$ cat config.mk
export PLATFORM = sky130hd
export DESIGN_NAME = bqs_port
export DESIGN_NICKNAME = d
export VERILOG_FILES = /design/src/rtl/bqs_port.v
export VERILOG_INCLUDE_DIRS = /design/src /design/src/common
export SDC_FILE = /design/constraint.sdc
export NUM_CORES = 2
export LEC_CHECK = 0
export BUFFER_PORTS_ARGS = -buffer_cell sky130_fd_sc_hd__buf_4
export CAP_MARGIN = 20
export CORE_ASPECT_RATIO = 1.25
export CORE_MARGIN = 5
export CORE_UTILIZATION = 45
export CTS_CLUSTER_DIAMETER = 80
export CTS_CLUSTER_SIZE = 28
export DETAILED_ROUTE_END_ITERATION = 10
export GPL_ROUTABILITY_DRIVEN = 0
export GPL_TIMING_DRIVEN = 1
export PLACE_DENSITY = 0.56
export RECOVER_POWER = 25
export SLEW_MARGIN = 0
export SYNTH_ARGS = -nofsm -noshare
export SYNTH_HDL_FRONTEND = slang
export SYNTH_SLANG_ARGS = --single-unit
$ cat constraint.sdc
create_clock -name clk_i -period 15.7 [get_ports clk_i]
set_input_delay 3.14 -clock clk_i [delete_from_list [all_inputs] [get_ports clk_i]]
set_output_delay 3.14 -clock clk_i [all_outputs]
set_load 0.05 [all_outputs]
$ cat src/common/bqs_map.vh
// Purpose: constants for the burst-of-four static memory port
// Assumes: 36-bit variant, 2M words
// Notes: change the width and address constants together for the 18-bit variant
`ifndef BQS_MAP_VH
`define BQS_MAP_VH
`define BQS_DATA_W 36
`define BQS_ADDR_W 21
`define BQS_LANES 4
`define BQS_BURST 4
`define BQS_DEPTH_WORDS 64
`define BQS_MEM_AW 6
`define BQS_RD_LAT_HALVES 3
`define BQS_RD_LAT_BYPASS_HALVES 2
`endif

$ cat src/rtl/bqs_port.v
// Purpose: burst-of-four double-rate static memory port, device side
// Assumes: all link clocks and pins are sampled by clk_i, well above link rate
// Notes: the storage array is a reduced model depth; the address is wrapped into it
// Functional notes
// - Read and write slots interleave on alternating rising edges of the positive input clock; here any rise takes both.
// - Address, read select and write select are sampled on positive input clock rise.
// - Beats one and three of write data and strobes taken on positive clock rise.
// - Beats two and four of write data and strobes taken on negative clock rise.
// - Byte strobes may change every beat, gating each byte lane per beat.
// - A write spans two and a half input clock cycles from command to last beat.
// - A read spans two full clock cycles to deliver its burst.
// - Read beats one and three follow negative output clock; first 1.5 cycles after command.
// - Read beats two and four follow the positive output clock rises.
// - With both output clocks held high, read data is timed from the input clocks.
// - Every read and write moves exactly four beats; burst length is fixed.
// - Separate input and output data ports allow concurrent read and write.
// - Complementary echo clocks transition together with read data.
// - Data path is 36 bits by 2M words or 18 bits by 4M words.
// - With the loop bypass held low, read latency is 1.0 cycle instead of 1.5.
// - Echo clocks run continuously, also while read data is not driven.
// - Address is ignored on cycles with neither read nor write selected.
`timescale 1ns/1ps
`default_nettype none
`include "bqs_map.vh"

module bqs_port (
	input wire clk_i,
	input wire rst_i,
	input wire in_clk_pos_i,
	input wire in_clk_neg_i,
	input wire out_clk_pos_i,
	input wire out_clk_neg_i,
	input wire dll_on_i,
	input wire read_sel_n_i,
	input wire write_sel_n_i,
	input wire [`BQS_ADDR_W-1:0] word_address_i,
	input wire [`BQS_LANES-1:0] byte_lane_write_n_i,
	input wire [`BQS_DATA_W-1:0] wr_data_i,
	output reg [`BQS_DATA_W-1:0] rd_data_o,
	output reg rd_data_oe_o,
	output reg echo_timing_pos_o,
	output reg echo_timing_neg_o
);

	localparam LW = `BQS_DATA_W / `BQS_LANES; // Nine-bit lanes of the 36-bit variant
	localparam ST_IDLE = 2'd0;
	localparam ST_BUSY = 2'd1;

	// ****************************************
	// Pin synchronisers
	// ****************************************
	// A change counts when stages two and three agree; stage one is read by stage two only
	wire [5:0] raw_in = {in_clk_pos_i, in_clk_neg_i, out_clk_pos_i, out_clk_neg_i, dll_on_i, 1'b0};
	reg [5:0] sync1;
	reg [5:0] sync2;
	reg [5:0] sync3;
	reg [5:0] clean;
	genvar g;
	generate
		for (g = 0; g < 6; g = g + 1) begin : g_sync
			always @(posedge clk_i) begin
				if (rst_i) begin
					sync1[g] <= 1'b0;
					sync2[g] <= 1'b0;
					sync3[g] <= 1'b0;
					clean[g] <= 1'b0;
				end else begin
					sync1[g] <= raw_in[g];
					sync2[g] <= sync1[g];
					sync3[g] <= sync2[g];
					if (sync2[g] == sync3[g]) begin
						clean[g] <= sync3[g];
					end
				end
			end
		end
	endgenerate

	// Data pins are delayed to line up with the synchronised clocks
	reg [`BQS_ADDR_W-1:0] addr_d1, addr_d2, addr_d3;
	reg [`BQS_LANES-1:0] bw_d1, bw_d2, bw_d3;
	reg [`BQS_DATA_W-1:0] din_d1, din_d2, din_d3;
	reg rsel_d1, rsel_d2, rsel_d3;
	reg wsel_d1, wsel_d2, wsel_d3;
	always @(posedge clk_i) begin
		addr_d1 <= word_address_i;
		addr_d2 <= addr_d1;
		addr_d3 <= addr_d2;
		bw_d1 <= byte_lane_write_n_i;
		bw_d2 <= bw_d1;
		bw_d3 <= bw_d2;
		din_d1 <= wr_data_i;
		din_d2 <= din_d1;
		din_d3 <= din_d2;
		rsel_d1 <= read_sel_n_i;
		rsel_d2 <= rsel_d1;
		rsel_d3 <= rsel_d2;
		wsel_d1 <= write_sel_n_i;
		wsel_d2 <= wsel_d1;
		wsel_d3 <= wsel_d2;
	end

	reg kp_q, kn_q, cp_q, cn_q;
	always @(posedge clk_i) begin
		if (rst_i) begin
			kp_q <= 1'b0;
			kn_q <= 1'b0;
			cp_q <= 1'b0;
			cn_q <= 1'b0;
		end else begin
			kp_q <= clean[5];
			kn_q <= clean[4];
			cp_q <= clean[3];
			cn_q <= clean[2];
		end
	end
	wire k_rise = clean[5] & ~kp_q;
	wire kn_rise = clean[4] & ~kn_q;
	wire c_rise = clean[3] & ~cp_q;
	wire cn_rise = clean[2] & ~cn_q;
	wire dll_on = clean[1];
	// Output clocks parked high select the input clock pair instead
	wire use_k = clean[3] & clean[2] & ~c_rise & ~cn_rise;
	wire ot_pos_rise = use_k ? k_rise : c_rise;
	wire ot_neg_rise = use_k ? kn_rise : cn_rise;

	// ****************************************
	// Write path
	// ****************************************
	// Four beats are fixed; no burst length control exists
	reg [`BQS_DATA_W-1:0] mem [0:`BQS_DEPTH_WORDS-1];
	reg [1:0] wr_state;
	reg [2:0] wr_beat;
	reg wr_pending;
	reg [`BQS_MEM_AW-1:0] wr_addr;
	reg [`BQS_MEM_AW-1:0] pend_addr;

	function [`BQS_DATA_W-1:0] lane_merge;
		input [`BQS_DATA_W-1:0] old_w;
		input [`BQS_DATA_W-1:0] new_w;
		input [`BQS_LANES-1:0] bw_n;
		integer i;
		begin
			lane_merge = old_w;
			for (i = 0; i < `BQS_LANES; i = i + 1) begin
				if (!bw_n[i]) begin
					lane_merge[i*LW +: LW] = new_w[i*LW +: LW];
				end
			end
		end
	endfunction

	// Two-entry buffer between beat capture and the array; array stalls on read-write collision
	reg [`BQS_DATA_W-1:0] fb_data [0:1];
	reg [`BQS_LANES-1:0] fb_bw [0:1];
	reg [`BQS_MEM_AW-1:0] fb_addr [0:1];
	reg [1:0] fb_cnt;
	reg fb_wp, fb_rp;
	wire fb_in_ready = (fb_cnt != 2'd2);
	wire beat_take = (wr_state == ST_BUSY) && (wr_beat[0] ? kn_rise : k_rise);
	wire fb_in_valid = beat_take;
	wire fb_out_valid = (fb_cnt != 2'd0);
	wire arr_rd_busy;
	wire fb_out_ready = ~arr_rd_busy;

	// Command slot toggles on each rise but gates no command: one rise can take both a write and a read
	reg slot;
	always @(posedge clk_i) begin
		if (rst_i) begin
			slot <= 1'b0;
		end else if (k_rise) begin
			slot <= ~slot;
		end
	end

	wire wr_cmd = k_rise && !wsel_d3;
	wire rd_cmd = k_rise && !rsel_d3;

	always @(posedge clk_i) begin
		if (rst_i) begin
			wr_state <= ST_IDLE;
			wr_beat <= 3'd0;
			wr_pending <= 1'b0;
			wr_addr <= {`BQS_MEM_AW{1'b0}};
			pend_addr <= {`BQS_MEM_AW{1'b0}};
		end else begin
			case (wr_state)
				ST_IDLE: begin
					if (wr_cmd) begin
						// Address captured only when selected
						wr_addr <= addr_d3[`BQS_MEM_AW-1:0];
						wr_beat <= 3'd0;
						wr_state <= ST_BUSY;
					end
				end
				ST_BUSY: begin
					// The first rise after the command takes beat one: the late-write gap
					if (beat_take) begin
						// A write on the third-beat rise is the next command, one per two cycles
						if (wr_beat == 3'd2 && wr_cmd) begin
							wr_pending <= 1'b1;
							pend_addr <= addr_d3[`BQS_MEM_AW-1:0];
						end
						if (wr_beat == 3'd3) begin
							// Command to last beat spans two and a half cycles
							if (wr_pending) begin
								wr_addr <= pend_addr;
								wr_pending <= 1'b0;
								wr_beat <= 3'd0;
							end else begin
								wr_state <= ST_IDLE;
								wr_beat <= 3'd0;
							end
						end else begin
							wr_beat <= wr_beat + 3'd1;
						end
					end
				end
				default: wr_state <= ST_IDLE;
			endcase
		end
	end

	// Words of the burst are the four consecutive words from the base
	wire [`BQS_MEM_AW-1:0] beat_addr = wr_addr + {{(`BQS_MEM_AW-3){1'b0}}, wr_beat};
	wire fb_push = fb_in_valid & fb_in_ready;
	wire fb_pop = fb_out_valid & fb_out_ready;
	always @(posedge clk_i) begin
		if (rst_i) begin
			fb_cnt <= 2'd0;
			fb_wp <= 1'b0;
			fb_rp <= 1'b0;
		end else begin
			if (fb_push) begin
				fb_data[fb_wp] <= din_d3;
				fb_bw[fb_wp] <= bw_d3;
				fb_addr[fb_wp] <= beat_addr;
				fb_wp <= ~fb_wp;
			end
			if (fb_pop) begin
				mem[fb_addr[fb_rp]] <= lane_merge(mem[fb_addr[fb_rp]], fb_data[fb_rp], fb_bw[fb_rp]);
				fb_rp <= ~fb_rp;
			end
			fb_cnt <= fb_cnt + {1'b0, fb_push} - {1'b0, fb_pop};
		end
	end

	// ****************************************
	// Read path
	// ****************************************
	// Own output port, independent of the write path
	reg [1:0] rd_state;
	reg [2:0] rd_lead;
	reg [2:0] rd_beat;
	reg rd_pending;
	reg [`BQS_MEM_AW-1:0] rd_addr;
	reg [`BQS_MEM_AW-1:0] rd_pend_addr;
	reg [`BQS_DATA_W-1:0] rd_word;
	wire [2:0] lat_halves = dll_on ? 3'd`BQS_RD_LAT_HALVES : 3'd`BQS_RD_LAT_BYPASS_HALVES;
	wire half_edge = ot_pos_rise | ot_neg_rise;
	// Array is read every clk_i cycle; each beat takes the word read one cycle before its half-edge
	assign arr_rd_busy = (rd_state == ST_BUSY) && half_edge;
	wire [`BQS_MEM_AW-1:0] rd_beat_addr = rd_addr + {{(`BQS_MEM_AW-3){1'b0}}, rd_beat};

	always @(posedge clk_i) begin
		rd_word <= mem[rd_beat_addr];
	end

	always @(posedge clk_i) begin
		if (rst_i) begin
			rd_state <= ST_IDLE;
			rd_lead <= 3'd0;
			rd_beat <= 3'd0;
			rd_pending <= 1'b0;
			rd_addr <= {`BQS_MEM_AW{1'b0}};
			rd_pend_addr <= {`BQS_MEM_AW{1'b0}};
			rd_data_o <= {`BQS_DATA_W{1'b0}};
			rd_data_oe_o <= 1'b0;
			echo_timing_pos_o <= 1'b0;
			echo_timing_neg_o <= 1'b1;
		end else begin
			// Echo pair follows the timing clocks always, driven or not
			if (ot_pos_rise) begin
				echo_timing_pos_o <= 1'b1;
				echo_timing_neg_o <= 1'b0;
			end else if (ot_neg_rise) begin
				echo_timing_pos_o <= 1'b0;
				echo_timing_neg_o <= 1'b1;
			end
			if (rd_cmd && rd_state == ST_BUSY) begin
				rd_pending <= 1'b1;
				rd_pend_addr <= addr_d3[`BQS_MEM_AW-1:0];
			end
			case (rd_state)
				ST_IDLE: begin
					if (rd_cmd) begin
						rd_addr <= addr_d3[`BQS_MEM_AW-1:0];
						rd_lead <= 3'd0;
						rd_beat <= 3'd0;
						rd_state <= ST_BUSY;
					end
					if (half_edge) begin
						rd_data_oe_o <= 1'b0;
					end
				end
				ST_BUSY: begin
					if (half_edge) begin
						if (rd_lead + 3'd1 < lat_halves) begin
							rd_lead <= rd_lead + 3'd1;
							// Output idles while the latency runs down
							rd_data_oe_o <= 1'b0;
						end else begin
							// Beats 1,3 on negative rises, 2,4 on positive with the DLL on; swapped with it off
							rd_data_o <= rd_word;
							rd_data_oe_o <= 1'b1;
							if (rd_beat == 3'd3) begin
								// Four beats over two cycles
								if (rd_pending || rd_cmd) begin
									rd_addr <= rd_pending ? rd_pend_addr : addr_d3[`BQS_MEM_AW-1:0];
									rd_pending <= 1'b0;
									rd_beat <= 3'd0;
									if (!rd_pending) begin
										// A command on the last beat's rise still waits its full latency
										rd_lead <= 3'd0;
									end
								end else begin
									rd_state <= ST_IDLE;
								end
							end else begin
								rd_beat <= rd_beat + 3'd1;
							end
						end
					end
				end
				default: rd_state <= ST_IDLE;
			endcase
		end
	end

endmodule // bqs_port
`default_nettype wire

## Yosys cells after proc, flatten, opt, wreduce, memory -nomap -nowiden

Memory sizes are Yosys's and may differ from the RTL's. A register that Yosys moved wholly into a read port is not among the register bits.
Cells that the tools add are included.

- Register bits after elaboration: 250
- Latch bits: 0
- Memory bits (writable): 2396
- Bits in read-only memories: 0
- Logic and storage cells: 234
- Memories: 4

- Add/sub/neg operators: 7
- Multiply operators: 0
- Div/mod/pow operators: 0
- Order comparisons: 1
- Eq/ne operators: 31
- Shift-type cells: 0
- Muxes and demuxes: 84
- Bitwise gates (word level): 20
- Reduce and logical (&&, ||, !) cells: 30

Memories:

| memory | depth | bits a word | rd ports | clocked after memory_dff | write ports | RTL line | text |
|---|---|---|---|---|---|---|---|
| mem | 64 | 36 | 1 | 1 | 1 | bqs_port.v:131 | `` reg [`BQS_DATA_W-1:0] mem [0:`BQS_DEPTH_WORDS-1]; `` |
| fb_data | 2 | 36 | 1 | 1 | 1 | bqs_port.v:154 | `` reg [`BQS_DATA_W-1:0] fb_data [0:1]; `` |
| fb_addr | 2 | 6 | 1 | 1 | 1 | bqs_port.v:156 | `` reg [`BQS_MEM_AW-1:0] fb_addr [0:1]; `` |
| fb_bw | 2 | 4 | 1 | 1 | 1 | bqs_port.v:155 | `` reg [`BQS_LANES-1:0] fb_bw [0:1]; `` |

Operator list:

| cell | number |
|---|---|
| $mux W9 | 12 |
| $mux W6 | 10 |
| $mux W3 | 13 |
| $mux W1 | 32 |
| $pmux W6 S2 | 2 |
| $ne A2 B2 Y1 const B | 10 |
| $mux W2 | 9 |
| $pmux W3 S2 | 3 |
| $reduce_and A5 Y1 | 3 |
| $add A6 B3 Y6 | 2 |
| $ne A3 B3 Y1 const B | 4 |
| $reduce_and A3 Y1 | 4 |
| $reduce_and A6 Y1 | 2 |
| $not A1 Y1 | 10 |
| $reduce_and A2 Y1 | 5 |
| $add A3 B1 Y3 const B | 3 |
| $and A1 B1 Y1 | 9 |
| $eq A3 B2 Y1 const B | 3 |
| $pmux W2 S2 | 2 |
| $reduce_bool A2 Y1 | 4 |
| $logic_and A1 B1 Y1 | 6 |
| $ne A2 B1 Y1 const B | 3 |
| $ne A3 B1 Y1 const B | 2 |
| $ne A3 B2 Y1 const B | 2 |
| 11 further kinds | 18 |

## Depth between registers and ports, before layout

- Depth in word-level cells: 14
- Depth in mapped cells: 12
- Depth with buffers taken out: 10

## Least setup slack after synthesis

Ideal clock, no wire load.

- Path kind: input port to flip-flop
- Start: input rst_i
- End: memory fb_addr[1][0] (netlist bit), enable pin
- Setup time: 0.516 ns
- Arrival: 6.944 ns
- Required time: 15.184 ns
- Path slack: 8.239 ns
- Stages: 3
- Buffers on the path: 2
- Cells stage by stage: clkbuf_1 > clkbuf_1 > nor3b_1

- Word-level cells in the longest chain between the ends: 2

RTL lines:

| item | RTL line | text |
|---|---|---|
| start, declared | bqs_port.v:28 | `input wire rst_i,` |
| $mux W1 | bqs_port.v:229 | `if (rst_i) begin` |
| $mux W1 (implied by the code) | bqs_port.v:237 | `fb_addr[fb_wp] <= beat_addr;` |
| end, declared | bqs_port.v:156 |  |

No other way between the ends.

==> results.yml <==
clock_tree:
  cts_resized: 0
  clockBufferDepth: 3
  numCtsBuffers: 120
  htree_levels: 3
  clkSinkCount: 2681
  insertion_delay_ns: 0.83
  cts.clk_slew.worst_paths_ns: 0.10
  cts_tree: "yes"
  hold_buffers: 0
  root_buffer: "clkbuf_16"
  cts_setup_buffers: 0
finish:
  fillCellCount: 17900
  finalNetCount: 4729
  drive_gt1_frac: 0.236
  layout_common_cells: "edfxtp_1, mux4_2, nor2_1"
  area_growth_pct: 8.24
  stdcell_count: 7689
  post-route-cell-area_um2: 108000
  final_common_cell: "edfxtp_1"
die:
  row_count: 193
  die_h_um: 536
  fp.coreArea_um2: 221000
  io-pin-count: 109
  die_w_um: 431
  start_util: 0.451
  die-area_um2: 231000
synth:
  yosys.area.top_type: "edfxtp_1"
  synth_edf_count: 2396
  post-synth-top-area-fraction: 0.722
  async_flop_share: 0
  syn_area_per_cell_um2: 21.8
  yosys-top-cells-area: "edfxtp_1, mux4_2, dfxtp_1"
  ys_warn_count: 0
  synthCells: 4570
  synthFlopType: "edfxtp_1"
  synth_area_um2: 99600
  synth_seq_cells: 2681
  ys_types: 49
  seq_area_frac_synth: 0.779
  synth_fp_nets: 4654
pwr:
  leakage_nw: 32.9
  ir_worst_vdd_mv: 0.105
  p_per_area_nw_per_um2: 121
  total_power_mw: 13.0
detailed_routing:
  detail_route.first_pass.iterations: 8
  drtIter0Drc: 5326
  vias: 45300
  post-route-drc-count: 0
  wl_per_cell_um: 32.8
  wl_um: 252000
  viasPerCell: 5.90
  antenna_left: 0
critical_path:
  crit_path_start_kind: "flip-flop"
  cp.arrival_ns: 8.16
  required_ns: 16.13
  path_max_fanout: 48
  crit_type: "flip-flop to flip-flop"
  cp-end-kind: "flip-flop"
timing:
  whs_ns: 0.323
  final_max_slew_viol_count: 1479
  hold_viol_final: 0
  tns_ns: 0
  finalSetupViolations: 0
  min_period_ns: 7.73
  worst_pin_slew_ns: 3.58
  period_share: 0.492
  rsz0062_at_grt: "false"
  skew_ns: 0.0422
  fmax_ghz: 0.129
  maxSlewHeadroom: -1.39
global_routing:
  grt_pass1_vias: 45600
  grt_max_degree: 124
  antenna_found_initial: 17
  grt_overflow_total: 0
  grt_usage: 0.217
  grt_first_pass_wirelength_um: 355000
placed_design:
  dp.cells: 7444
  place_area_um2: 104000
  port_buffers: 93
  hpwl_um: 152000
flow_run:
  drv_cap: 23
status:
  status: "finished with violations"
  violations: "capacitance limit, slew limit"
worst_hold_path:
  hp-class: "flip-flop to flip-flop"
-- power breakdown --
part           internal, mW  switching [mW]  leakage, nW
combinational         0.110           0.731         6.99
sequential             8.23          0.0256         23.9
clock                  1.65            2.27         1.99
-- worst paths after layout --
kind / from / end / slack [ns] / cells past startpoint
worst max-delay path: flip-flop / mem[35][15]$_DFFE_PP_ / 7.97 / 5
worst min-delay path: din_d2[17]$_DFF_P_ / din_d3[17]$_DFF_P_ / 0.32 / 0
worst max register to register: flip-flop / mem[35][15]$_DFFE_PP_ / 7.97 / 5
worst min register to register: din_d2[17]$_DFF_P_ / din_d3[17]$_DFF_P_ / 0.32 / 0
-- routing by layer --
metal | track usage | wire length [um] | share of wire | vias up
met2 | 0.360 | 126000 | 0.50 | 1573
met4 | 0.0670 | 8200 | 0.032 | 2
met5 | 0 | 13 | 0.000051 | -
met1 | 0.302 | 102000 | 0.40 | 24700
met3 | 0.0320 | 16100 | 0.064 | 288
li1 | - | - | - | 18800
-- area by class of cell --
cell class | count | area (um2) | area share
diodes | 21 | 52.6 | 0.000487
clock buffers | 150 | 3280 | 0.0304
clock inverters | 70 | 752 | 0.00697
inverters | 20 | 75.1 | 0.000696
multi-input cells | 1637 | 21000 | 0.194
flip-flops and latches | 2681 | 77700 | 0.720
well taps | 2925 | 3660 | 0.0339
repair buffers | 185 | 1420 | 0.0131
-- critical path, cell delays in order (launching register included) --
cell and delay [ns]:
dfxtp_1 0.66, clkbuf_1 2.53, mux2i_1 1.07, nor3_1 1.02
nand2_1 0.96, nor2_1 1.05
-- synth_stat cells, types with 4 or more instances --
cell and instances:
ha_1 12, clkbuf_1 135, buf_6 7, a211oi_1 8, mux4_2 700, nor2_1 344, edfxtp_1 2396, a22oi_1 63
buf_4 10, mux2i_1 61, nand3_1 17, or3_1 6, o211ai_1 20, xor2_1 4, nor3_1 8, mux2_2 39
nor2b_1 23, buf_2 74, o21ai_0 17, inv_1 20, nand4b_1 4, buf_1 6, nand2_1 227, a21oi_1 27
dfxtp_1 285, a221oi_1 6, xnor2_1 12, nand4_1 7
-- sequential cells by signal, indices dropped and copies added (netlist names), 12 cells and up, named ones only --
signal,flops
din_d1,36
din_d2,36
din_d3,36
fb_addr,12
fb_data,72
mem,2304
rd_data_o,36
rd_word,36
-- cell families after synthesis --
logic type                 Yosys count  synth area share
xor gates and xnor gates            16           0.00141
AOI/OAI and AO/OA                  154            0.0106
DFF                               2681             0.779
buffers and inverters              252            0.0113
muxes                              800             0.169
and+or+nand+nor                    653            0.0266
adders and majority gates           14           0.00191
-- stage by stage --
step | util | setup slack, ns
6_report | 0.489 | 7.97
4_1_cts | 0.488 | 9.71
2_1_floorplan | - | 8.24
3_5_place_dp | 0.470 | 9.36
5_1_grt | 0.488 | 7.73
3_3_place_gp | 0.470 | 9.39
(Power assumes the default switching activity.)
